<file path="config.mk">
export PLATFORM = sky130hd
export DESIGN_NAME = laa_arbiter
export DESIGN_NICKNAME = d
export VERILOG_FILES = /design/src/design/laa_pkg.sv /design/src/design/laa_sync2.sv /design/src/design/laa_abort_timer.sv /design/src/design/laa_arbiter.sv
export SDC_FILE = /design/constraint.sdc
export NUM_CORES = 1
export LEC_CHECK = 0
export CORE_MARGIN = 2
export CORE_UTILIZATION = 30
export DETAILED_ROUTE_END_ITERATION = 16
export DONT_BUFFER_PORTS = 1
export GPL_TIMING_DRIVEN = 0
export HOLD_SLACK_MARGIN = 0.08
export PLACE_DENSITY = 0.46
export SYNTH_ARGS = -nofsm -noshare
export SYNTH_HDL_FRONTEND = slang
export SYNTH_SLANG_ARGS = --single-unit
</file>
<file path="constraint.sdc">
create_clock -name ref_clk -period 9.6 [get_ports ref_clk]
set_clock_uncertainty 0.05 [all_clocks]
set_input_delay 0.48 -clock ref_clk [delete_from_list [all_inputs] [get_ports ref_clk]]
set_output_delay 0.48 -clock ref_clk [all_outputs]
set_load 0.03 [all_outputs]
</file>
<file path="src/design/laa_pkg.sv">
/*
  Shared constants for the locality abort arbiter: access register field positions,
  locality count, address window decoding and abort timing limits.
  Assumes a 125 MHz device clock and a register access port carrying 16-bit addresses.
*/
package laa_pkg;

  localparam int unsigned LAA_NUM_LOC = 5;
  localparam logic [2:0] LAA_LOC_HASH = 3'h4;

  // Access register field positions.
  localparam int unsigned LAA_BIT_ENV = 0;
  localparam int unsigned LAA_BIT_REQ = 1;
  localparam int unsigned LAA_BIT_PEND = 2;
  localparam int unsigned LAA_BIT_TAKE = 3;
  localparam int unsigned LAA_BIT_TAKEN = 4;
  localparam int unsigned LAA_BIT_ACTIVE = 5;
  localparam int unsigned LAA_BIT_VALID = 7;

  // Register offsets within each locality window; the locality sits in address bits 14:12.
  localparam logic [11:0] LAA_OFS_ACCESS = 12'h000;
  localparam logic [11:0] LAA_OFS_STATUS = 12'h018;
  localparam logic [11:0] LAA_OFS_HASH_START = 12'h028;
  localparam int unsigned LAA_LOC_LSB = 12;

  // Status register command-ready field.
  localparam int unsigned LAA_BIT_CMD_READY = 6;

  // Reset values.
  localparam logic LAA_RST_TAKEN = 1'b0;
  localparam logic LAA_RST_REQ = 1'b0;
  localparam logic [2:0] LAA_RST_ACTIVE_LOC = 3'h0;

  // Abort answer limits in nanoseconds and the clock period.
  localparam int unsigned LAA_CLK_PERIOD_NS = 8;
  localparam int unsigned LAA_TIMEOUT_A_NS = 750000;
  localparam int unsigned LAA_TIMEOUT_B_NS = 2000000;
  localparam int unsigned LAA_TIMEOUT_A_CYC = LAA_TIMEOUT_A_NS / LAA_CLK_PERIOD_NS;
  localparam int unsigned LAA_TIMEOUT_B_CYC = LAA_TIMEOUT_B_NS / LAA_CLK_PERIOD_NS;

  typedef enum logic [3:0] {
    LAA_ST_IDLE = 4'b0001,
    LAA_ST_RECEIVE = 4'b0010,
    LAA_ST_EXECUTE = 4'b0100,
    LAA_ST_ABORT = 4'b1000
  } laa_cmd_state_t;

endpackage

</file>
<file path="src/design/laa_sync2.sv">
/*
  Two flip-flop synchroniser for a single level.
  Assumes the input is asynchronous to clk and only the second stage is read.
*/
`timescale 1ns/10ps
module laa_sync2 (
  input wire logic ref_clk,
  input wire logic arst_n,
  input wire logic async_in,
  output logic sync_out
);

  logic stage1;

  always_ff @(posedge ref_clk or negedge arst_n) begin
    if (!arst_n) begin
      stage1 <= 1'b0;
      sync_out <= 1'b0;
    end else begin
      stage1 <= async_in;
      sync_out <= stage1;
    end
  end

endmodule

</file>
<file path="src/design/laa_abort_timer.sv">
/*
  Abort answer timer: counts cycles while an abort is outstanding and flags overrun
  of the limit chosen by the command class.
  Assumes start pulses once per abort and done ends the wait.
*/
`timescale 1ns/10ps
module laa_abort_timer #(
  parameter int unsigned LIMIT_A = laa_pkg::LAA_TIMEOUT_A_CYC,
  parameter int unsigned LIMIT_B = laa_pkg::LAA_TIMEOUT_B_CYC
) (
  input wire logic ref_clk,
  input wire logic arst_n,
  input wire logic start,
  input wire logic done,
  input wire logic long_class,
  output logic overrun
);

  logic [17:0] count;
  logic running;
  logic [17:0] limit;
  wire [17:0] lim_a = 18'(LIMIT_A);
  wire [17:0] lim_b = 18'(LIMIT_B);
  wire at_limit = running && (count >= limit);

  always_ff @(posedge ref_clk or negedge arst_n) begin
    if (!arst_n) begin
      count <= 18'h00000;
      running <= 1'b0;
      limit <= 18'h00000;
      overrun <= 1'b0;
    end else begin
      if (start) begin
        count <= 18'h00000;
        running <= 1'b1;
        limit <= long_class ? lim_b : lim_a;
      end else if (done) begin
        running <= 1'b0;
      end else if (running && !at_limit) begin
        count <= count + 18'h00001;
      end
      overrun <= at_limit && !done;
    end
  end

endmodule

</file>
<file path="src/design/laa_arbiter.sv">
/*
  Locality arbiter and command abort control for a security module register interface.
  Assumes a synchronous register access port (wr_en/rd_en with 16-bit address, byte data)
  from the bus front end on ref_clk, and a command engine that reports receive/execute
  phases and acknowledges flush requests. The permanent environment flag is a pin.
*/
`timescale 1ns/10ps

module laa_arbiter (
  input wire logic ref_clk,
  input wire logic arst_n,
  input wire logic wr_en,
  input wire logic rd_en,
  input wire logic [15:0] addr,
  input wire logic [7:0] wdata,
  input wire logic cmd_receiving,
  input wire logic cmd_executing,
  input wire logic cmd_long_class,
  input wire logic flush_done,
  input wire logic env_established_perm,
  output logic [7:0] rdata,
  output logic rvalid,
  output logic abort_req,
  output logic fifo_flush,
  output logic cmd_engine_idle,
  output logic [2:0] active_loc,
  output logic any_active,
  output logic hash_accept,
  output logic resp_release,
  output logic abort_overrun
);

  ////////////////////////////////////////////////////////////////////////////////
  // Decode of the locality window and register within it.

  function automatic logic [4:0] laa_onehot(input logic [2:0] loc);
    laa_onehot = 5'h00;
    if (loc < 3'h5) begin
      laa_onehot[loc] = 1'b1;
    end
  endfunction

  wire [2:0] acc_loc = addr[14:12];
  wire [11:0] acc_ofs = addr[11:0];
  wire loc_ok = (acc_loc < 3'h5) && (addr[15] == 1'b0);
  wire hit_access = loc_ok && (acc_ofs == laa_pkg::LAA_OFS_ACCESS);
  wire hit_status = loc_ok && (acc_ofs == laa_pkg::LAA_OFS_STATUS);
  wire hit_hash = loc_ok && (acc_loc == laa_pkg::LAA_LOC_HASH) && (acc_ofs == laa_pkg::LAA_OFS_HASH_START);
  wire [4:0] acc_sel = laa_onehot(acc_loc);

  ////////////////////////////////////////////////////////////////////////////////
  // Environment flag pin synchroniser.

  logic env_perm_sync;

  laa_sync2 u_env_sync (
    .ref_clk(ref_clk),
    .arst_n(arst_n),
    .async_in(env_established_perm),
    .sync_out(env_perm_sync)
  );

  ////////////////////////////////////////////////////////////////////////////////
  // Locality state.

  wire [4:0] use_request_flag;
  wire [4:0] taken_over_flag;
  logic [1:0] valid_stage;
  // Valid waits for the pin synchroniser to fill, so the environment bit has settled first.
  wire valid_done = valid_stage[1];
  logic [4:0] next_request;
  logic [4:0] next_taken;
  logic next_any_active;
  logic [2:0] next_active_loc;

  wire is_active_acc = any_active && (acc_loc == active_loc);
  wire wr_acc = wr_en && hit_access;
  // Fields written as zero take no part in any decision below.
  wire w_req = wr_acc && wdata[laa_pkg::LAA_BIT_REQ];
  wire w_take = wr_acc && wdata[laa_pkg::LAA_BIT_TAKE];
  wire w_taken_clr = wr_acc && wdata[laa_pkg::LAA_BIT_TAKEN];
  wire w_active = wr_acc && wdata[laa_pkg::LAA_BIT_ACTIVE];
  // Takeover from a lower or equal locality, or with nobody active, is refused.
  wire take_ok = w_take && any_active && (acc_loc > active_loc);
  wire release_ok = w_active && is_active_acc;
  wire cancel_ok = w_active && !is_active_acc && use_request_flag[acc_loc];
  // A multi-field write resolves in fixed priority: takeover, release, request, then cancel.

  // Highest-numbered pending request after this cycle's cancel and new request.
  logic [4:0] req_after;
  logic grant_found;
  logic [2:0] grant_loc;

  always_comb begin
    req_after = use_request_flag;
    if (cancel_ok) begin
      req_after = req_after & ~acc_sel;
    end
    if (w_req && !is_active_acc && !take_ok && !release_ok) begin
      req_after = req_after | acc_sel;
    end
    grant_found = 1'b0;
    grant_loc = 3'h0;
    for (int i = 0; i < 5; i++) begin
      if (req_after[i]) begin
        grant_found = 1'b1;
        grant_loc = 3'(i);
      end
    end
  end

  always_comb begin
    next_request = req_after;
    next_taken = taken_over_flag;
    next_any_active = any_active;
    next_active_loc = active_loc;
    if (w_taken_clr) begin
      next_taken = next_taken & ~acc_sel;
    end
    if (take_ok) begin
      // Setting after the clear lets a takeover in the same cycle win.
      next_taken = next_taken | laa_onehot(active_loc);
      next_active_loc = acc_loc;
      next_request = next_request & ~acc_sel;
    end else if (release_ok || !any_active) begin
      // With nobody active a fresh request is granted at once.
      next_any_active = grant_found;
      next_active_loc = grant_found ? grant_loc : active_loc;
      if (grant_found) begin
        next_request = next_request & ~laa_onehot(grant_loc);
      end
    end
  end

  // Each locality keeps its own flag pair.
  for (genvar g = 0; g < laa_pkg::LAA_NUM_LOC; g++) begin : g_flags
    logic request_bit;
    logic taken_bit;

    always_ff @(posedge ref_clk or negedge arst_n) begin
      if (!arst_n) begin
        request_bit <= laa_pkg::LAA_RST_REQ;
        taken_bit <= laa_pkg::LAA_RST_TAKEN;
      end else begin
        request_bit <= next_request[g];
        taken_bit <= next_taken[g];
      end
    end

    assign use_request_flag[g] = request_bit;
    assign taken_over_flag[g] = taken_bit;
  end

  always_ff @(posedge ref_clk or negedge arst_n) begin
    if (!arst_n) begin
      any_active <= 1'b0;
      active_loc <= laa_pkg::LAA_RST_ACTIVE_LOC;
      valid_stage <= 2'h0;
    end else begin
      any_active <= next_any_active;
      active_loc <= next_active_loc;
      valid_stage <= {valid_stage[0], 1'b1};
    end
  end

  ////////////////////////////////////////////////////////////////////////////////
  // Abort triggers and command engine tracking.

  wire cmd_ready_wr = wr_en && hit_status && wdata[laa_pkg::LAA_BIT_CMD_READY];
  wire trig_ready_exec = cmd_ready_wr && cmd_executing;
  wire trig_ready_recv = cmd_ready_wr && cmd_receiving;
  wire trig_take = take_ok;
  wire trig_active = w_active && (release_ok || cancel_ok);
  // Hash start is taken only while no locality is active.
  wire hash_ok = wr_en && hit_hash && !any_active;
  wire trig_hash = hash_ok;
  // Every takeover, release or cancel aborts so a response cannot reach a new owner; a grant with nobody active does not.
  wire trig_any = trig_ready_exec || trig_ready_recv || trig_take || trig_active || trig_hash;

  laa_pkg::laa_cmd_state_t state;
  laa_pkg::laa_cmd_state_t next_state;
  logic next_flush;

  always_comb begin
    next_state = state;
    next_flush = 1'b0;
    unique case (state)
      laa_pkg::LAA_ST_IDLE: begin
        if (trig_any && (cmd_receiving || cmd_executing)) begin
          next_state = laa_pkg::LAA_ST_ABORT;
          next_flush = 1'b1;
        end else if (cmd_executing) begin
          next_state = laa_pkg::LAA_ST_EXECUTE;
        end else if (cmd_receiving) begin
          next_state = laa_pkg::LAA_ST_RECEIVE;
        end
      end
      laa_pkg::LAA_ST_RECEIVE, laa_pkg::LAA_ST_EXECUTE: begin
        if (trig_any) begin
          next_state = laa_pkg::LAA_ST_ABORT;
          next_flush = 1'b1;
        end else if (cmd_executing) begin
          next_state = laa_pkg::LAA_ST_EXECUTE;
        end else if (cmd_receiving) begin
          next_state = laa_pkg::LAA_ST_RECEIVE;
        end else begin
          next_state = laa_pkg::LAA_ST_IDLE;
        end
      end
      laa_pkg::LAA_ST_ABORT: begin
        // The engine acknowledges only at a whole-command boundary.
        if (flush_done) begin
          next_state = laa_pkg::LAA_ST_IDLE;
        end
      end
      default: begin
        next_state = laa_pkg::LAA_ST_IDLE;
      end
    endcase
  end

  wire abort_start = (state != laa_pkg::LAA_ST_ABORT) && (next_state == laa_pkg::LAA_ST_ABORT);
  logic overrun_raw;

  ////////////////////////////////////////////////////////////////////////////////
  // Command ownership.

  // A command's owner is latched as it starts, so its response never reaches a later owner.
  logic [2:0] cmd_owner;
  logic cmd_owned;
  wire next_in_flight = (next_state == laa_pkg::LAA_ST_RECEIVE) || (next_state == laa_pkg::LAA_ST_EXECUTE);
  wire cmd_start = (state == laa_pkg::LAA_ST_IDLE) && next_in_flight;
  wire [2:0] next_cmd_owner = cmd_start ? active_loc : cmd_owner;
  wire next_cmd_owned = next_in_flight && (cmd_start ? any_active : cmd_owned);
  wire owner_ok = !next_in_flight || (next_cmd_owned && (next_cmd_owner == next_active_loc));

  // The timer only watches the engine; it cannot force a faster answer.
  laa_abort_timer u_timer (
    .ref_clk(ref_clk),
    .arst_n(arst_n),
    .start(abort_start),
    .done(flush_done),
    .long_class(cmd_long_class),
    .overrun(overrun_raw)
  );

  always_ff @(posedge ref_clk or negedge arst_n) begin
    if (!arst_n) begin
      state <= laa_pkg::LAA_ST_IDLE;
      abort_req <= 1'b0;
      fifo_flush <= 1'b0;
      cmd_engine_idle <= 1'b1;
      hash_accept <= 1'b0;
      resp_release <= 1'b0;
      abort_overrun <= 1'b0;
      cmd_owner <= laa_pkg::LAA_RST_ACTIVE_LOC;
      cmd_owned <= 1'b0;
    end else begin
      state <= next_state;
      abort_req <= next_state == laa_pkg::LAA_ST_ABORT;
      fifo_flush <= next_flush;
      cmd_engine_idle <= next_state == laa_pkg::LAA_ST_IDLE;
      hash_accept <= hash_ok;
      // Responses flow only while the owner is unchanged and no abort is pending.
      resp_release <= next_any_active && (next_active_loc == active_loc) && any_active &&
                      (next_state != laa_pkg::LAA_ST_ABORT) && owner_ok;
      abort_overrun <= overrun_raw;
      cmd_owner <= next_cmd_owner;
      cmd_owned <= next_cmd_owned;
    end
  end

  ////////////////////////////////////////////////////////////////////////////////
  // Per-locality access register read view.

  wire [7:0] loc_view [laa_pkg::LAA_NUM_LOC];

  for (genvar g = 0; g < laa_pkg::LAA_NUM_LOC; g++) begin : g_view
    wire [4:0] own_sel = laa_onehot(3'(g));
    wire own_active = any_active && (active_loc == 3'(g));
    wire own_request = |(use_request_flag & own_sel);
    wire own_taken = |(taken_over_flag & own_sel);
    wire other_request = |(use_request_flag & ~own_sel);
    logic [7:0] one_view;

    always_comb begin
      one_view = 8'h00;
      one_view[laa_pkg::LAA_BIT_VALID] = valid_done;
      one_view[laa_pkg::LAA_BIT_ACTIVE] = own_active;
      one_view[laa_pkg::LAA_BIT_TAKEN] = own_taken;
      one_view[laa_pkg::LAA_BIT_PEND] = other_request;
      one_view[laa_pkg::LAA_BIT_REQ] = own_request;
      one_view[laa_pkg::LAA_BIT_ENV] = ~env_perm_sync;
    end

    assign loc_view[g] = one_view;
  end

  // Localities outside the window fold onto zero; hit_access masks their view anyway.
  wire [2:0] view_loc = loc_ok ? acc_loc : 3'h0;
  wire [7:0] view = loc_view[view_loc];

  wire [7:0] next_rdata = hit_access ? view : 8'hFF;

  always_ff @(posedge ref_clk or negedge arst_n) begin
    if (!arst_n) begin
      rdata <= 8'h00;
      rvalid <= 1'b0;
    end else begin
      rdata <= rd_en ? next_rdata : 8'h00;
      rvalid <= rd_en;
    end
  end

endmodule

</file>
==> run metrics <==
Tmin final 4150 ps; postcts setup bufs 0; HP Class in2reg; total routed wire length on the met1 layer 4890 µm; synthesized area per cell 9.33 µm²; Switch Pwr between 200 and 250 µW; setup repair after global routing missed its margin no; post-cts sizing count 0; worst slew margin relative to its limit 63.3%; area overhead of the layout relative to synthesis 14.2%; fraction of the yosys area taken by sequential cells 40.2%; Comb pwr share 13.3%; number of DRC violations after detailed routing 0; number of vias per cell after detailed routing 5.30; overall routing resource usage 16.6%; DR top layer met4; count of state elements after synthesis 63; total power density per cell area 166 nW/µm²; height of the chip 118 µm; Top cell by count, worst path sky130_fd_sc_hd__inv_1; initial antenna violation count 0; maximum number of pins on one net before global-route repair between 60 and 70; clock tree from TritonCTS built; area of the die 14,000 µm²; length of the first detailed-routing pass in iterations 4; CP Buf/Inv Count 2; number of nets produced by synthesis 472; placed cell count about 600; Initial DRC Count slightly below 200; Port Buf Inserts 0; final RePlAce weighted congestion ~0.82; met3 layer wire length in the routed design 596 µm; filler-free cell count of the finished design 611; fraction of layout cells with a size suffix above 1 10.9%; share of flip-flops with an asynchronous set or reset 100%; Post-Synthesis Cells 421; routed length per instance ~18 µm; worst hold margin about 110 ps; Final Setup Violations 0; diode insertion count for antenna repair 0; cell-internal power 547 µW; leading register cell type out of synthesis sky130_fd_sc_hd__dfrtp_1; static power due to leakage 1.95 nW; Max Fclk around 0.24 GHz; clock latency on the worst-skew pair 340 ps; Critical Path Start Type register; worst path required time 9780 ps; Top Family by Delay on Critical Path simple AND/OR/NAND/NOR gates; register clock-pin slew on the reported worst setup and hold paths 60 ps; global-route wire length before repair 18,100 µm; list of cells traversed by the critical path inv_1 -> ha_1 -> nor2b_1 -> o31a_1 -> nand3_1 -> a311oi_1 -> nor4b_2 -> mux2i_1 -> inv_1 -> nor3_1 -> mux2_1 -> o211ai_1 -> a2111oi_2; setup TNS 0 ps; max-cap viol count 0; remaining global-route overflow 0; max-slew violation count 0; Core ar. 12,700 µm²; Least-Margin Pin Slew 542 ps; highest ir drop seen on vdd slightly below 0.08 mV; power share of the sequential group 39.9%; initial core utilization 30.9%; outcome complete, no violations; Max stage delay cell, worst path sky130_fd_sc_hd__dfrtp_1; Post-DRT Antenna Nets 0; synthesized cell area just under 4000 µm²; number of warnings printed during yosys synthesis 0; die boundary width 118 µm; clock network fraction of design power 46.8%; number of buffers created by CTS 9; fraction of power spent switching nets between 20% and 30%; critical path start-end classification reg2reg; number of endpoints with negative hold slack in the final report 0; Cell Rows 41; routed wl met2 5040 µm; clock sink count 63; longest individual stage delay on the worst path around 690 ps; routed via count 3,241; H-tree lvl count 3; root buffer cell sky130_fd_sc_hd__clkbuf_16; post-DP HPWL a little over 8000 µm; most used cells in the layout excluding fill and tap cells sky130_fd_sc_hd__nor2_1, sky130_fd_sc_hd__dfrtp_1, sky130_fd_sc_hd__nand2_1; number of flops mapped to enable cells by yosys 0; Period Utilization, post-route 43.3%; Critical Path Sink Type register; CTS max path bufs 2; count of unique library cells instantiated by Yosys 75; critical path fanouts, max 7; ports placed on the boundary 52; arrival time at the worst endpoint between 4000 and 5000 ps; Routed Wire Length 10,800 µm; Net count, final around 490; number of global-route vias before repair 3,279
[stage by stage]
| step | utilization, % | instance area [µm²] | total power [mW] | setup WS [ps] |
|---|---|---|---|---|
| floorplan | - | 3930 | 0.376 | 6160 |
| global placement | 32.6 | 4140 | 0.394 | 5480 |
| detailed placement | 32.6 | 4140 | 0.396 | 5490 |
| CTS | 35.3 | 4490 | 0.759 | 5440 |
| global route | 35.3 | 4490 | 0.788 | 5110 |
| finish | 35.3 | 4490 | 0.747 | 5450 |
[final cells by class]
| class | instances | area (µm²) |
|---|---|---|
| Fill cell | 1320 | 8230 |
| Multi-Input combinational cell | 328 | 2230 |
| Sequential cell | 63 | 1580 |
| Clock buffer | 12 | 236 |
| Tap cell | 172 | 215 |
| Clock inverter | 4 | 70.1 |
| Inverter | 18 | 67.6 |
| Buffer | 12 | 55.1 |
| Timing Repair Buffer | 2 | 37.5 |
[sequential cells by signal, summed over array words and instances (netlist names), 2 cells and up]
name                 cells
u_timer.count           18
cmd_owner                3
state                    4
active_loc               3
g_flags.request_bit      5
g_flags.taken_bit        5
rdata                    7
valid_stage              2
u_timer.limit            3
[kinds of logic after synthesis]
| kind of cell | synth area share [%] |
|---|---|
| buffers and inverters | 3.12 |
| multiplexers | 4.01 |
| flip-flops | 40.2 |
| XOR/XNOR | 3.57 |
| adder cells (fa/ha/maj) | 5.73 |
| other | 0.0954 |
| AND/OR/NAND/NOR | 25.5 |
| AO/OA/AOI/OAI | 17.8 |
[final timing paths]
kind,start,endpoint,slack [ps],depth (start not counted)
hold / removal,env_established_perm,u_env_sync.stage1$_DFF_PN0_,110,0
hold reg to reg,u_timer.overrun$_DFF_PN0_,abort_overrun$_DFF_PN0_,300,0
max in group asynchronous,arst_n,cmd_engine_idle$_DFF_PN1_,8580,2
setup reg to reg,active_loc[1]$_DFF_PN0_,resp_release$_DFF_PN0_,5450,13
setup / recovery,active_loc[1]$_DFF_PN0_,resp_release$_DFF_PN0_,5450,13
min in group asynchronous,arst_n,any_active$_DFF_PN0_,630,2
[synth_stat cells, drive strengths merged (3+ instances only)]
cell type / number / area [µm²]
a211oi: 3 / 35.0
a21boi: 8 / 63.8
a21o: 3 / 22.5
a21oi: 15 / 78.8
a31oi: 7 / 58.8
and2: 3 / 18.8
and3: 6 / 37.5
buf: 6 / 32.5
clkbuf: 6 / 22.5
dfrtp: 61 / 1530
ha: 18 / 225
inv: 18 / 67.6
mux2: 4 / 45.0
mux2i: 9 / 90.1
nand2: 26 / 97.6
nand2b: 4 / 25.0
nand3: 22 / 110
nand4: 9 / 56.3
nor2: 61 / 229
nor2b: 7 / 46.3
nor3: 17 / 85.1
nor4: 6 / 43.8
nor4b: 7 / 97.6
o21a: 5 / 45.0
o21ai: 20 / 100
o31a: 4 / 35.0
o31ai: 3 / 22.5
o41ai: 3 / 45.1
or2: 3 / 18.8
or4: 4 / 33.8
xnor2: 14 / 123
[power by group through the flow]
stage                     clock network, mW  registers, mW  logic, mW
after floorplan                           0          0.302     0.0738
after global placement                    0          0.303     0.0909
after detailed placement                  0          0.303     0.0928
after CTS                             0.359          0.299      0.101
after global routing                  0.375          0.300      0.113
final                                 0.350          0.299     0.0991
[repair_timing]
item,CTS,global route
endpoints found under the hold margin,63,0
setup endpoints to repair,0,0
hold buffers,2,0
[layer usage]
layer | GRT usage [%] | vias to the layer above
met3 | 4.39 | 14
met2 | 25.3 | 60
met1 | 21.8 | 1596
li1 | - | 1571
met5 | 0 | -
met4 | 8.26 | 0
Note: power is estimated with default switching activity, not from simulation.
